`config.mk`:
```
export PLATFORM = sky130hd
export DESIGN_NAME = lesa_alu
export DESIGN_NICKNAME = d
export VERILOG_FILES = /design/src/logic/lesa_pkg.sv /design/src/logic/lesa_reg_file.sv /design/src/logic/lesa_alu.sv
export SDC_FILE = /design/constraint.sdc
export NUM_CORES = 1
export LEC_CHECK = 0
export ABC_CLOCK_PERIOD_IN_PS = 25500
export BUFFER_PORTS_ARGS = -buffer_cell sky130_fd_sc_hd__buf_4
export CAP_MARGIN = 30
export CORE_ASPECT_RATIO = 0.7
export CORE_MARGIN = 2
export CORE_UTILIZATION = 45
export DETAILED_ROUTE_END_ITERATION = 10
export SYNTH_ARGS = -nofsm -noshare
export SYNTH_HDL_FRONTEND = slang
export SYNTH_HIERARCHICAL = 1
export SYNTH_SLANG_ARGS = --single-unit
```
`constraint.sdc`:
```
create_clock -name sys_clk -period 25.5 [get_ports sys_clk]
set_input_delay 5.1 -clock sys_clk [delete_from_list [all_inputs] [get_ports sys_clk]]
set_output_delay 5.1 -clock sys_clk [all_outputs]
set_load 0.05 [all_outputs]
```
`src/logic/lesa_pkg.sv`:
```
`default_nettype none
package lesa_pkg;

  // Operation codes presented by the instruction decoder
  localparam logic [3:0] OP_LOAD  = 4'h0;  // Load immediate, test access
  localparam logic [3:0] OP_AND   = 4'h1;
  localparam logic [3:0] OP_OR    = 4'h2;
  localparam logic [3:0] OP_XOR   = 4'h3;
  localparam logic [3:0] OP_NOT   = 4'h4;
  localparam logic [3:0] OP_ZEXT  = 4'h5;  // zero_extend_op
  localparam logic [3:0] OP_SEXT  = 4'h6;  // sign_extend_op
  localparam logic [3:0] OP_ASHL  = 4'h7;  // arith_shift_left_op
  localparam logic [3:0] OP_ASHR  = 4'h8;  // arith_shift_right_op
  localparam logic [3:0] OP_TSET  = 4'h9;  // test_and_set_op

  // Operand size codes
  localparam logic [1:0] SIZE_BYTE = 2'h0;
  localparam logic [1:0] SIZE_WORD = 2'h1;
  localparam logic [1:0] SIZE_LONG = 2'h2;

  // Bit forced to one by test-and-set
  localparam logic [7:0] TSET_MASK = 8'h80;

  // Register file shape
  localparam int REG_COUNT  = 8;
  localparam int DATA_WIDTH = 32;

  // Reset values
  localparam logic [31:0] RESULT_RESET = 32'h0000_0000;

  // Sequencer states
  typedef enum logic [1:0]
  {
    ST_IDLE,
    ST_EXEC,
    ST_MEM_READ,
    ST_MEM_WRITE
  } lesa_state_t;

endpackage
`default_nettype wire

```
`src/logic/lesa_reg_file.sv`:
```
`timescale 1ns/10ps
`default_nettype none
module lesa_reg_file
#(
  parameter int DEPTH = lesa_pkg::REG_COUNT,
  parameter int WIDTH = lesa_pkg::DATA_WIDTH
)
(
  input  wire logic                     sys_clk,
  input  wire logic                     rst,
  input  wire logic [$clog2(DEPTH)-1:0] rdAddrA,
  input  wire logic [$clog2(DEPTH)-1:0] rdAddrB,
  output logic      [WIDTH-1:0]         rdDataA,
  output logic      [WIDTH-1:0]         rdDataB,
  input  wire logic                     wrEn,
  input  wire logic [$clog2(DEPTH)-1:0] wrAddr,
  input  wire logic [WIDTH/8-1:0]       wrByteEn,
  input  wire logic [WIDTH-1:0]         wrData
);

  // Byte lanes need a whole number of bytes
  if ((WIDTH % 8) != 0 || DEPTH < 2)
  begin : g_bad_shape
    $error("lesa_reg_file: WIDTH must be bytes, DEPTH at least 2");
  end

  // Whole state: storage plus the two registered read ports
  typedef struct packed {
    logic [DEPTH-1:0][WIDTH-1:0] mem;   // Register storage
    logic [WIDTH-1:0]            rdA;   // Read port A data
    logic [WIDTH-1:0]            rdB;   // Read port B data
  } lesa_rf_t;

  lesa_rf_t rf;       // Current state
  lesa_rf_t next_rf;  // Next state

  ////////////////////////////////////////////////////////////////////////////
  // Read old contents, merge written bytes lane by lane
  always_comb
  begin
    next_rf     = rf;
    next_rf.rdA = rf.mem[rdAddrA];
    next_rf.rdB = rf.mem[rdAddrB];
    // Only enabled lanes change, the rest of the register is kept
    for (int i = 0; i < WIDTH / 8; i++)
    begin
      if (wrEn && wrByteEn[i])
      begin
        next_rf.mem[wrAddr][i*8 +: 8] = wrData[i*8 +: 8];
      end
    end
  end

  ////////////////////////////////////////////////////////////////////////////
  // Storage clears at reset so reads are never undefined
  always_ff @(posedge sys_clk or posedge rst)
  begin
    if (rst)
    begin
      rf <= '0;
    end
    else
    begin
      rf <= next_rf;
    end
  end

  assign rdDataA = rf.rdA;
  assign rdDataB = rf.rdB;

endmodule
`default_nettype wire

```
`src/logic/lesa_alu.sv`:
```
// Behaviour
// - Zero extend fills upper half with zeros
// - Sign extend copies low half sign upward
// - Test-and-set reads byte, tests, sets bit seven
// - AND destination with register or immediate
// - OR destination with register or immediate
// - XOR destination with register or immediate
// - Complement inverts destination bits
// - Arithmetic shifts move one or two places
// - Registers reachable as bytes, words, longwords
`timescale 1ns/10ps
`default_nettype none
module lesa_alu
(
  input  wire logic        sys_clk,
  input  wire logic        rst,
  input  wire logic        opValid,
  output logic             opReady,
  input  wire logic [3:0]  opCode,
  input  wire logic [1:0]  opSize,
  input  wire logic [3:0]  opDst,
  input  wire logic [3:0]  opSrc,
  input  wire logic        opUseImm,
  input  wire logic [31:0] opImm,
  input  wire logic        opShiftTwo,
  output logic             opDone,
  output logic             opError,
  output logic [31:0]      resultData,
  output logic             condFlagN,
  output logic             condFlagZ,
  output logic             memReq,
  output logic             memWrite,
  output logic [31:0]      memAddr,
  output logic [7:0]       memWdata,
  input  wire logic        memAck,
  input  wire logic [7:0]  memRdata
);

  ////////////////////////////////////////////////////////////////////////////
  // Operand helpers shared by both operands and the checks

  // Picks a byte, word or longword field, zero widened
  function automatic logic [31:0] fieldGet(input logic [31:0] v,
                                           input logic [1:0]  sz,
                                           input logic [3:0]  sel);
    if (sz == lesa_pkg::SIZE_BYTE)
      fieldGet = sel[3] ? {24'h0, v[7:0]} : {24'h0, v[15:8]};
    else if (sz == lesa_pkg::SIZE_WORD)
      fieldGet = sel[3] ? {16'h0, v[31:16]} : {16'h0, v[15:0]};
    else
      fieldGet = v;
  endfunction

  // Clears bits above the operand width
  function automatic logic [31:0] sizeMask(input logic [31:0] v,
                                           input logic [1:0]  sz);
    if (sz == lesa_pkg::SIZE_BYTE)
      sizeMask = {24'h0, v[7:0]};
    else if (sz == lesa_pkg::SIZE_WORD)
      sizeMask = {16'h0, v[15:0]};
    else
      sizeMask = v;
  endfunction

  // Sign bit at the operand width
  function automatic logic signBit(input logic [31:0] v,
                                   input logic [1:0]  sz);
    if (sz == lesa_pkg::SIZE_BYTE)
      signBit = v[7];
    else if (sz == lesa_pkg::SIZE_WORD)
      signBit = v[15];
    else
      signBit = v[31];
  endfunction

  // One place right, sign copied into the vacated top bit
  function automatic logic [31:0] sarOnce(input logic [31:0] v,
                                          input logic [1:0]  sz);
    if (sz == lesa_pkg::SIZE_BYTE)
      sarOnce = {24'h0, v[7], v[7:1]};
    else if (sz == lesa_pkg::SIZE_WORD)
      sarOnce = {16'h0, v[15], v[15:1]};
    else
      sarOnce = {v[31], v[31:1]};
  endfunction

  ////////////////////////////////////////////////////////////////////////////
  // State

  typedef struct packed {
    lesa_pkg::lesa_state_t state;    // Sequencer
    logic [3:0]            op;       // Captured operation
    logic [1:0]            size;     // Captured operand size
    logic [3:0]            dst;      // Destination field select
    logic [3:0]            src;      // source_register field select
    logic                  useImm;   // Second operand is immediate
    logic [31:0]           imm;      // Immediate data
    logic                  two;      // Shift by two places
    logic [31:0]           opA;      // Destination operand used
    logic [31:0]           opB;      // Second operand used
    logic [31:0]           result;   // Last result at operand width
    logic                  flagN;    // condition_code_register N
    logic                  flagZ;    // condition_code_register Z
    logic                  done;     // Completion pulse
    logic                  err;      // Refused operation pulse
    logic                  memReq;   // Memory request level
    logic                  memWrite; // Request is the write-back
    logic [31:0]           memAddr;  // Pointer register value
    logic [7:0]            memWdata; // Byte written back
  } lesa_core_t;

  lesa_core_t st;       // Current state
  lesa_core_t next_st;  // Next state

  logic [31:0] rdDst;     // Destination register, registered read
  logic [31:0] rdSrc;     // Source register, registered read
  logic [31:0] aVal;      // Destination field
  logic [31:0] bVal;      // Second operand field
  logic [31:0] resVal;    // Result at operand width
  logic        illegal;   // Size not allowed for the operation
  logic        wrEn;      // Register file write
  logic [3:0]  wrByteEn;  // Register file byte lanes
  logic [31:0] wrData;    // Register file data, lane replicated

  ////////////////////////////////////////////////////////////////////////////
  // General registers; reads follow the decoder fields every cycle
  lesa_reg_file
  #(
    .DEPTH (lesa_pkg::REG_COUNT),
    .WIDTH (lesa_pkg::DATA_WIDTH)
  )
  u_regs
  (
    .sys_clk  (sys_clk),
    .rst      (rst),
    .rdAddrA  (opDst[2:0]),
    .rdAddrB  (opSrc[2:0]),
    .rdDataA  (rdDst),
    .rdDataB  (rdSrc),
    .wrEn     (wrEn),
    .wrAddr   (st.dst[2:0]),
    .wrByteEn (wrByteEn),
    .wrData   (wrData)
  );

  ////////////////////////////////////////////////////////////////////////////
  // Datapath and sequencer
  always_comb
  begin
    next_st  = st;
    next_st.done = 1'b0;
    next_st.err  = 1'b0;
    aVal     = fieldGet(rdDst, st.size, st.dst);
    bVal     = st.useImm ? sizeMask(st.imm, st.size)
                         : fieldGet(rdSrc, st.size, st.src);
    resVal   = aVal;
    wrEn     = 1'b0;
    // Lane choice follows the byte/word/longword register naming
    if (st.size == lesa_pkg::SIZE_BYTE)
      wrByteEn = st.dst[3] ? 4'h1 : 4'h2;
    else if (st.size == lesa_pkg::SIZE_WORD)
      wrByteEn = st.dst[3] ? 4'hC : 4'h3;
    else
      wrByteEn = 4'hF;
    // Extends make no sense on bytes; shifts and logic take any size
    illegal  = ((st.op == lesa_pkg::OP_ZEXT) || (st.op == lesa_pkg::OP_SEXT))
               && (st.size == lesa_pkg::SIZE_BYTE);
    case (st.op)
      lesa_pkg::OP_LOAD: resVal = bVal;
      lesa_pkg::OP_AND:  resVal = aVal & bVal;
      lesa_pkg::OP_OR:   resVal = aVal | bVal;
      lesa_pkg::OP_XOR:  resVal = aVal ^ bVal;
      lesa_pkg::OP_NOT:  resVal = ~aVal;
      lesa_pkg::OP_ZEXT:
        resVal = (st.size == lesa_pkg::SIZE_WORD) ? {24'h0, aVal[7:0]}
                                                  : {16'h0, aVal[15:0]};
      lesa_pkg::OP_SEXT:
        resVal = (st.size == lesa_pkg::SIZE_WORD)
                 ? {16'h0, {8{aVal[7]}}, aVal[7:0]}
                 : {{16{aVal[15]}}, aVal[15:0]};
      lesa_pkg::OP_ASHL:
        resVal = st.two ? {aVal[29:0], 2'b00} : {aVal[30:0], 1'b0};
      lesa_pkg::OP_ASHR:
        resVal = st.two ? sarOnce(sarOnce(aVal, st.size), st.size)
                        : sarOnce(aVal, st.size);
      default: resVal = aVal;
    endcase
    resVal = sizeMask(resVal, st.size);
    wrData = (st.size == lesa_pkg::SIZE_BYTE) ? {4{resVal[7:0]}}
           : (st.size == lesa_pkg::SIZE_WORD) ? {2{resVal[15:0]}}
           : resVal;
    case (st.state)
      // Take a new operation; register reads land next cycle
      lesa_pkg::ST_IDLE:
      begin
        if (opValid)
        begin
          next_st.op     = opCode;
          next_st.size   = (opCode == lesa_pkg::OP_TSET) ? lesa_pkg::SIZE_LONG
                                                        : opSize;
          next_st.dst    = opDst;
          next_st.src    = opSrc;
          next_st.useImm = opUseImm;
          next_st.imm    = opImm;
          next_st.two    = opShiftTwo;
          next_st.state  = lesa_pkg::ST_EXEC;
        end
      end
      // Compute and write back, or start the memory read
      lesa_pkg::ST_EXEC:
      begin
        next_st.opA = aVal;
        next_st.opB = bVal;
        if (st.op == lesa_pkg::OP_TSET)
        begin
          // Pointer index is trusted to be 0, 1, 4 or 5
          next_st.memAddr  = rdDst;
          next_st.memReq   = 1'b1;
          next_st.memWrite = 1'b0;
          next_st.state    = lesa_pkg::ST_MEM_READ;
        end
        else if (illegal)
        begin
          next_st.err   = 1'b1;
          next_st.done  = 1'b1;
          next_st.state = lesa_pkg::ST_IDLE;
        end
        else
        begin
          wrEn           = 1'b1;
          next_st.result = resVal;
          if (st.op != lesa_pkg::OP_LOAD)
          begin
            next_st.flagN = signBit(resVal, st.size);
            next_st.flagZ = (resVal == 32'h0000_0000);
          end
          next_st.done  = 1'b1;
          next_st.state = lesa_pkg::ST_IDLE;
        end
      end
      // Flags come from the byte as read, before bit seven is set
      lesa_pkg::ST_MEM_READ:
      begin
        if (memAck)
        begin
          next_st.result   = {24'h0, memRdata};
          next_st.flagN    = memRdata[7];
          next_st.flagZ    = (memRdata == 8'h00);
          next_st.memWdata = memRdata | lesa_pkg::TSET_MASK;
          next_st.memWrite = 1'b1;
          next_st.state    = lesa_pkg::ST_MEM_WRITE;
        end
      end
      // Request held until the write-back is acknowledged
      lesa_pkg::ST_MEM_WRITE:
      begin
        if (memAck)
        begin
          next_st.memReq   = 1'b0;
          next_st.memWrite = 1'b0;
          next_st.done     = 1'b1;
          next_st.state    = lesa_pkg::ST_IDLE;
        end
      end
      default: next_st.state = lesa_pkg::ST_IDLE;
    endcase
  end

  ////////////////////////////////////////////////////////////////////////////
  // State register
  always_ff @(posedge sys_clk or posedge rst)
  begin
    if (rst)
    begin
      st        <= '0;
      st.result <= lesa_pkg::RESULT_RESET;
    end
    else
    begin
      st <= next_st;
    end
  end

  assign opReady    = (st.state == lesa_pkg::ST_IDLE);
  assign opDone     = st.done;
  assign opError    = st.err;
  assign resultData = st.result;
  assign condFlagN  = st.flagN;
  assign condFlagZ  = st.flagZ;
  assign memReq     = st.memReq;
  assign memWrite   = st.memWrite;
  assign memAddr    = st.memAddr;
  assign memWdata   = st.memWdata;
endmodule
`default_nettype wire

```
== After elaboration in Yosys (flattened, before gate mapping) ==
Index checks and enable logic that the tools add are counted.
Widths: inputs -> output; s select.

* Bits in registers: 448
* Bits of input ports: 60
* Output and inout bits: 79
* Logic and storage cells: 152

* $lt $le $gt $ge: 4
* Equal/unequal tests: 21
* Muxes and demuxes: 72
* Bitwise logic cells: 4
* Reductions and logical operators: 24

{| class="wikitable"
|+ Operators by type and width
! cell !! number
|-
| $bwmux 256 || 4
|-
| $mux 256 || 4
|-
| $mux 32 || 21
|-
| $demux 32 s3 || 4
|-
| $pmux 32 s9 || 1
|-
| $bmux 32 s3 || 2
|-
| $mux 34 || 3
|-
| $pmux 34 s2 || 1
|-
| $mux 16 || 4
|-
| $mux 50 || 1
|-
| $mux 36 || 1
|-
| $and 32x32->32 || 1
|-
| $logic_not 32->1 || 1
|-
| $not 32->32 || 1
|-
| $or 32x32->32 || 1
|-
| $xor 32x32->32 || 1
|-
| $mux 24 || 1
|-
| $mux 8 || 3
|-
| $eq 4x3->1 const B || 4
|-
| $ne 2x2->1 const B || 7
|-
| $eq 4x4->1 const B || 3
|-
| $lt 3x4->1 const B || 3
|-
| $mux 2 || 6
|-
| $mux 4 || 3
|-
| other kinds (21) || 44
|}

== Longest topological paths before layout ==
* Word-level depth: 21
* Depth in mapped cells: 18
* Mapped depth without buffers: 14

== By module ==
Netlist, hierarchy kept.

{| class="wikitable"
|+ Modules (own cells, without submodules)
! module !! times used !! cells an instance !! area an instance (um2) !! sequential area each (um2)
|-
| lesa_reg_file || 1 || 925 || 15487.4 || 8007.7
|-
| lesa_alu || 1 || 1289 || 10933.0 || 3128.0
|}

== Worst setup path after synthesis ==
OpenSTA, ideal clock, no wires.

* Kind: input -> register
* From: input port opDst[0]
* To: register u_regs.rf, in the netlist u_regs/rdDataA[0]
* Setup time: 0.125 ns
* Arrival time: 6.407 ns
* Required time: 25.375 ns
* Setup slack: 18.969 ns
* Cell stages on the path: 4
* Path buffers: 2
* Cell sequence: buf_2 buf_2 mux4_2 mux2_2

{| class="wikitable"
|+ RTL lines
! what !! line !! RTL
|-
| start: declaration || lesa_alu.sv:21 || <nowiki>input wire logic [3:0] opDst,</nowiki>
|-
| end signal: assignment || lesa_reg_file.sv:64 || <nowiki>rf <= next_rf;</nowiki>
|-
| end: declaration || lesa_reg_file.sv:34 || <nowiki>lesa_rf_t rf;</nowiki>
|}

==> impl_metrics.toml <==
[cells_and_area]
syn_to_final_growth_pct = 9.12
nets = 2300
drive_above_1_share_pct = 39.0
final_cells = 2973
num-fill-cells = 5120

[timing]
tns_ns = 0
fmax_ghz = 0.149
hold_violations = 0
finalClockSkew_ns = 0.0336
slew_viol_final = 0
grt_setup_unrepaired = "no"
maxSlewHeadroom_pct = 24.8
worst_slew_pin_slew_ns = 1.12
min_period_ns = 6.69
fin_crit_sh_pct = 26.2
finalSetupViolCount = 0

[synthesis]
synth_fa_ha_area_share_pct = 3.03
synth.distinct_cells = 85
syn-num-nets = 2338
synth_compound_area_share_pct = 9.01
yosysWarnings = 6
async_flop_share_pct = 100
ys_seq_elements = 445
syn_avg_cell_area_um2 = 11.9
synth_top_family_by_area = "multiplexers"
ys_seq_area_share_pct = 42.1
synth_ff_type = "dfrtp_1"
synth_area_um2 = 26400
synth-xor-area-share_pct = 0.0663
synth_edf_count = 0
synth.area.mux_share_pct = 30.0
yosys.area_share.simple_pct = 7.95
netlist_instances = 2214

[min_path]
hold_depth = 1
worstHoldPathType = "flop to flop"
hold_end = "memWdata[7]$_DFFE_PP0P_"
min_from = "memWdata[7]$_DFFE_PP0P_"

[placement]
dpl.hpwl_um = 59500
gp_congestion = 0.991
io_buffers = 138
placedCellCount = 2884

[die]
chipHeight_um = 207
fp.dieW_um = 294
ios = 139
core_um2 = 58100
die_area_um2 = 60700
start_util_pct = 45.4
rows = 74

[power_and_ir_drop]
p_clk_share_pct = 16.7
p_int_mw = 2.23
p_leak_nw = 13.0
switchingPower_mw = 2.01
peakVddDrop_v = 0.0000697
seqPwrFrac_pct = 30.6
p_sw_share_pct = 47.4
power_per_cell_area_nw_per_um2 = 147
pwr-share-comb_pct = 52.7

[grt]
grt.total_usage_pct = 28.4
grt_max_degree = 186
grt_pass1_vias = 18500
grt_antenna_before_repair = 1
grt_pass1_wl_um = 126000
grt_overflow_total = 0

[worst_setup_path]
r2r-end = "u_regs/rf[172]$_DFFE_PP0P_"
critPathLaunchType = "input port"
cp.required_ns = 25.97
critPathKind = "input port to flop"
rrSetupSlack_ns = 19.96
rr_startpoint = "st[184]$_DFFE_PP0P_"
worstPathMaxFanout = 35
worstSetupEndpointType = "flop"
ff2ff_path_depth = 12
cp.arrival_ns = 7.17

[clock_tree]
cts_resized = 0
post_cts_buffers = 0
cts-buffers-inserted = 47
clock_tree.buffer_depth = 3
htree_levels = 2
clk_latency_ns = 0.62
clk_pin_slew_ns = 0.06
cts_hold_buf = 0
clock_tree.root_cell = "clkbuf_16"
cts_tree = "done"
clkSinkCount = 445

[job]
maxCapViolCount = 0

[route]
wl_um = 86500
firstDrtPassIters = 6
drtIter0Drc = 2347
via_per_inst = 6.40
wl_per_cell_um = 29.1
drc = 0
ant_nets = 0
num_vias = 19000

[outcome]
status = "complete, no violations"
[metal layers]
| layer | global-route usage (%) | vias to the layer above | wire length [µm] |
|---|---|---|---|
| li1 | - | 7969 | - |
| met2 | 41.5 | 917 | 36900 |
| met4 | 8.78 | 0 | 2790 |
| met1 | 43.0 | 9953 | 38900 |
| met5 | 0 | - | 0 |
| met3 | 4.99 | 174 | 7940 |
[flip-flops by register name, summed over array words and instances, names as in the netlist, 8 cells and up, named ones only]
register,count
memWdata,8
u_regs/rdDataB,32
memAddr,32
u_regs/rf,256
u_regs/rdDataA,32
st,46
resultData,32
[layout make-up]
| class | instances | area [µm²] | share of cell area (%) |
|---|---|---|---|
| sequential | 445 | 11100 | 38.6 |
| inverter | 86 | 335 | 1.16 |
| multi-input combinational | 1401 | 13300 | 46.2 |
| timing repair buffer | 195 | 1520 | 5.26 |
| tap | 760 | 951 | 3.30 |
| clock buffer | 71 | 1390 | 4.81 |
| antenna | 3 | 7.51 | 0.0260 |
| clock inverter | 12 | 185 | 0.642 |
[power by group through the flow]
| stage | Sequential [mW] | Combinational, mW | Clock, mW |
|---|---|---|---|
| after floorplan | 1.12 | 1.58 | 0 |
| after global placement | 1.29 | 2.10 | 0 |
| after detailed placement | 1.29 | 2.16 | 0 |
| after CTS | 1.28 | 2.17 | 0.721 |
| after global routing | 1.32 | 2.35 | 0.752 |
| final | 1.30 | 2.23 | 0.708 |
[logic make-up after synthesis]
| family | count (synthesis) |
|---|---|
| DFF | 445 |
| adders and majority gates | 64 |
| muxes | 582 |
| buffers and inverters | 368 |
| and+or+nand+nor | 415 |
| AOI/OAI and AO/OA | 338 |
| xor gates and xnor gates | 2 |
[cells in the final DEF, fill, tap and decap left out, types with 12 or more instances in the layout]
cell       count
inv_1         83
or3_1         12
mux2_2       409
buf_4        184
clkbuf_1      13
nand3_1       44
nor2_1        72
ha_1          64
nor3_1        16
mux2i_1       45
o22ai_1       15
a221oi_1      21
a21oi_1       35
mux4_2       128
a32o_1        12
nor3b_1       12
o21ai_0      108
o32ai_1       12
dfrtp_1      443
nand2_1      136
clkbuf_16     48
nand2b_1      16
nor2_2        25
a22oi_1       13
[worst max path at each step]
stage               startpoint                            to  slack, ns  cells past startpoint
finish                opDst[0]  u_regs/rdDataA[16]$_DFF_PP0_      18.81                      4
global route          opDst[0]  u_regs/rdDataA[20]$_DFF_PP0_      18.64                      4
CTS                   opSrc[0]   u_regs/rdDataB[6]$_DFF_PP0_      18.77                      4
detailed placement    opSrc[0]   u_regs/rdDataB[6]$_DFF_PP0_      18.13                      4
global placement      opSrc[0]  u_regs/rdDataB[12]$_DFF_PP0_      18.17                      4
floorplan                  rst   u_regs/rdDataA[0]$_DFF_PP0_      11.54                      1
[stage by stage]
step | cell area [µm²] | hold WS, ns | util [%] | worst slack, ns | power (mW)
2_1_floorplan | 26400 | 0.436 | - | 11.54 | 2.70
3_3_place_gp | 27100 | 0.458 | 46.6 | 18.17 | 3.39
3_5_place_dp | 27200 | 0.459 | 46.8 | 18.13 | 3.46
4_1_cts | 28800 | 0.474 | 49.5 | 18.77 | 4.18
5_1_grt | 28800 | 0.490 | 49.6 | 18.64 | 4.43
6_report | 28800 | 0.468 | 49.6 | 18.81 | 4.24
[worst max-delay path, stage by stage]
cell and delay [ns]:
buf_4 0.49, buf_4 0.67, mux4_2 0.58, mux2_2 0.28
[synthesized netlist by cell type, drive strengths merged (13+ instances only)]
master | instances | area share (%)
nand2 | 136 | 1.9
mux4 | 128 | 11
nor2 | 97 | 1.6
a21oi | 35 | 0.66
o22ai | 15 | 0.36
nor3b | 13 | 0.37
nor3 | 17 | 0.34
mux2i | 45 | 1.7
nand3 | 45 | 0.85
nand2b | 17 | 0.41
ha | 64 | 3.0
clkbuf | 61 | 0.87
inv | 85 | 1.2
dfrtp | 445 | 42
a221oi | 21 | 0.70
o32ai | 13 | 0.46
mux2 | 409 | 17
a22oi | 13 | 0.37
buf | 221 | 5.7
o21ai | 109 | 2.1
No activity file was read; power rests on OpenSTA's default activity.
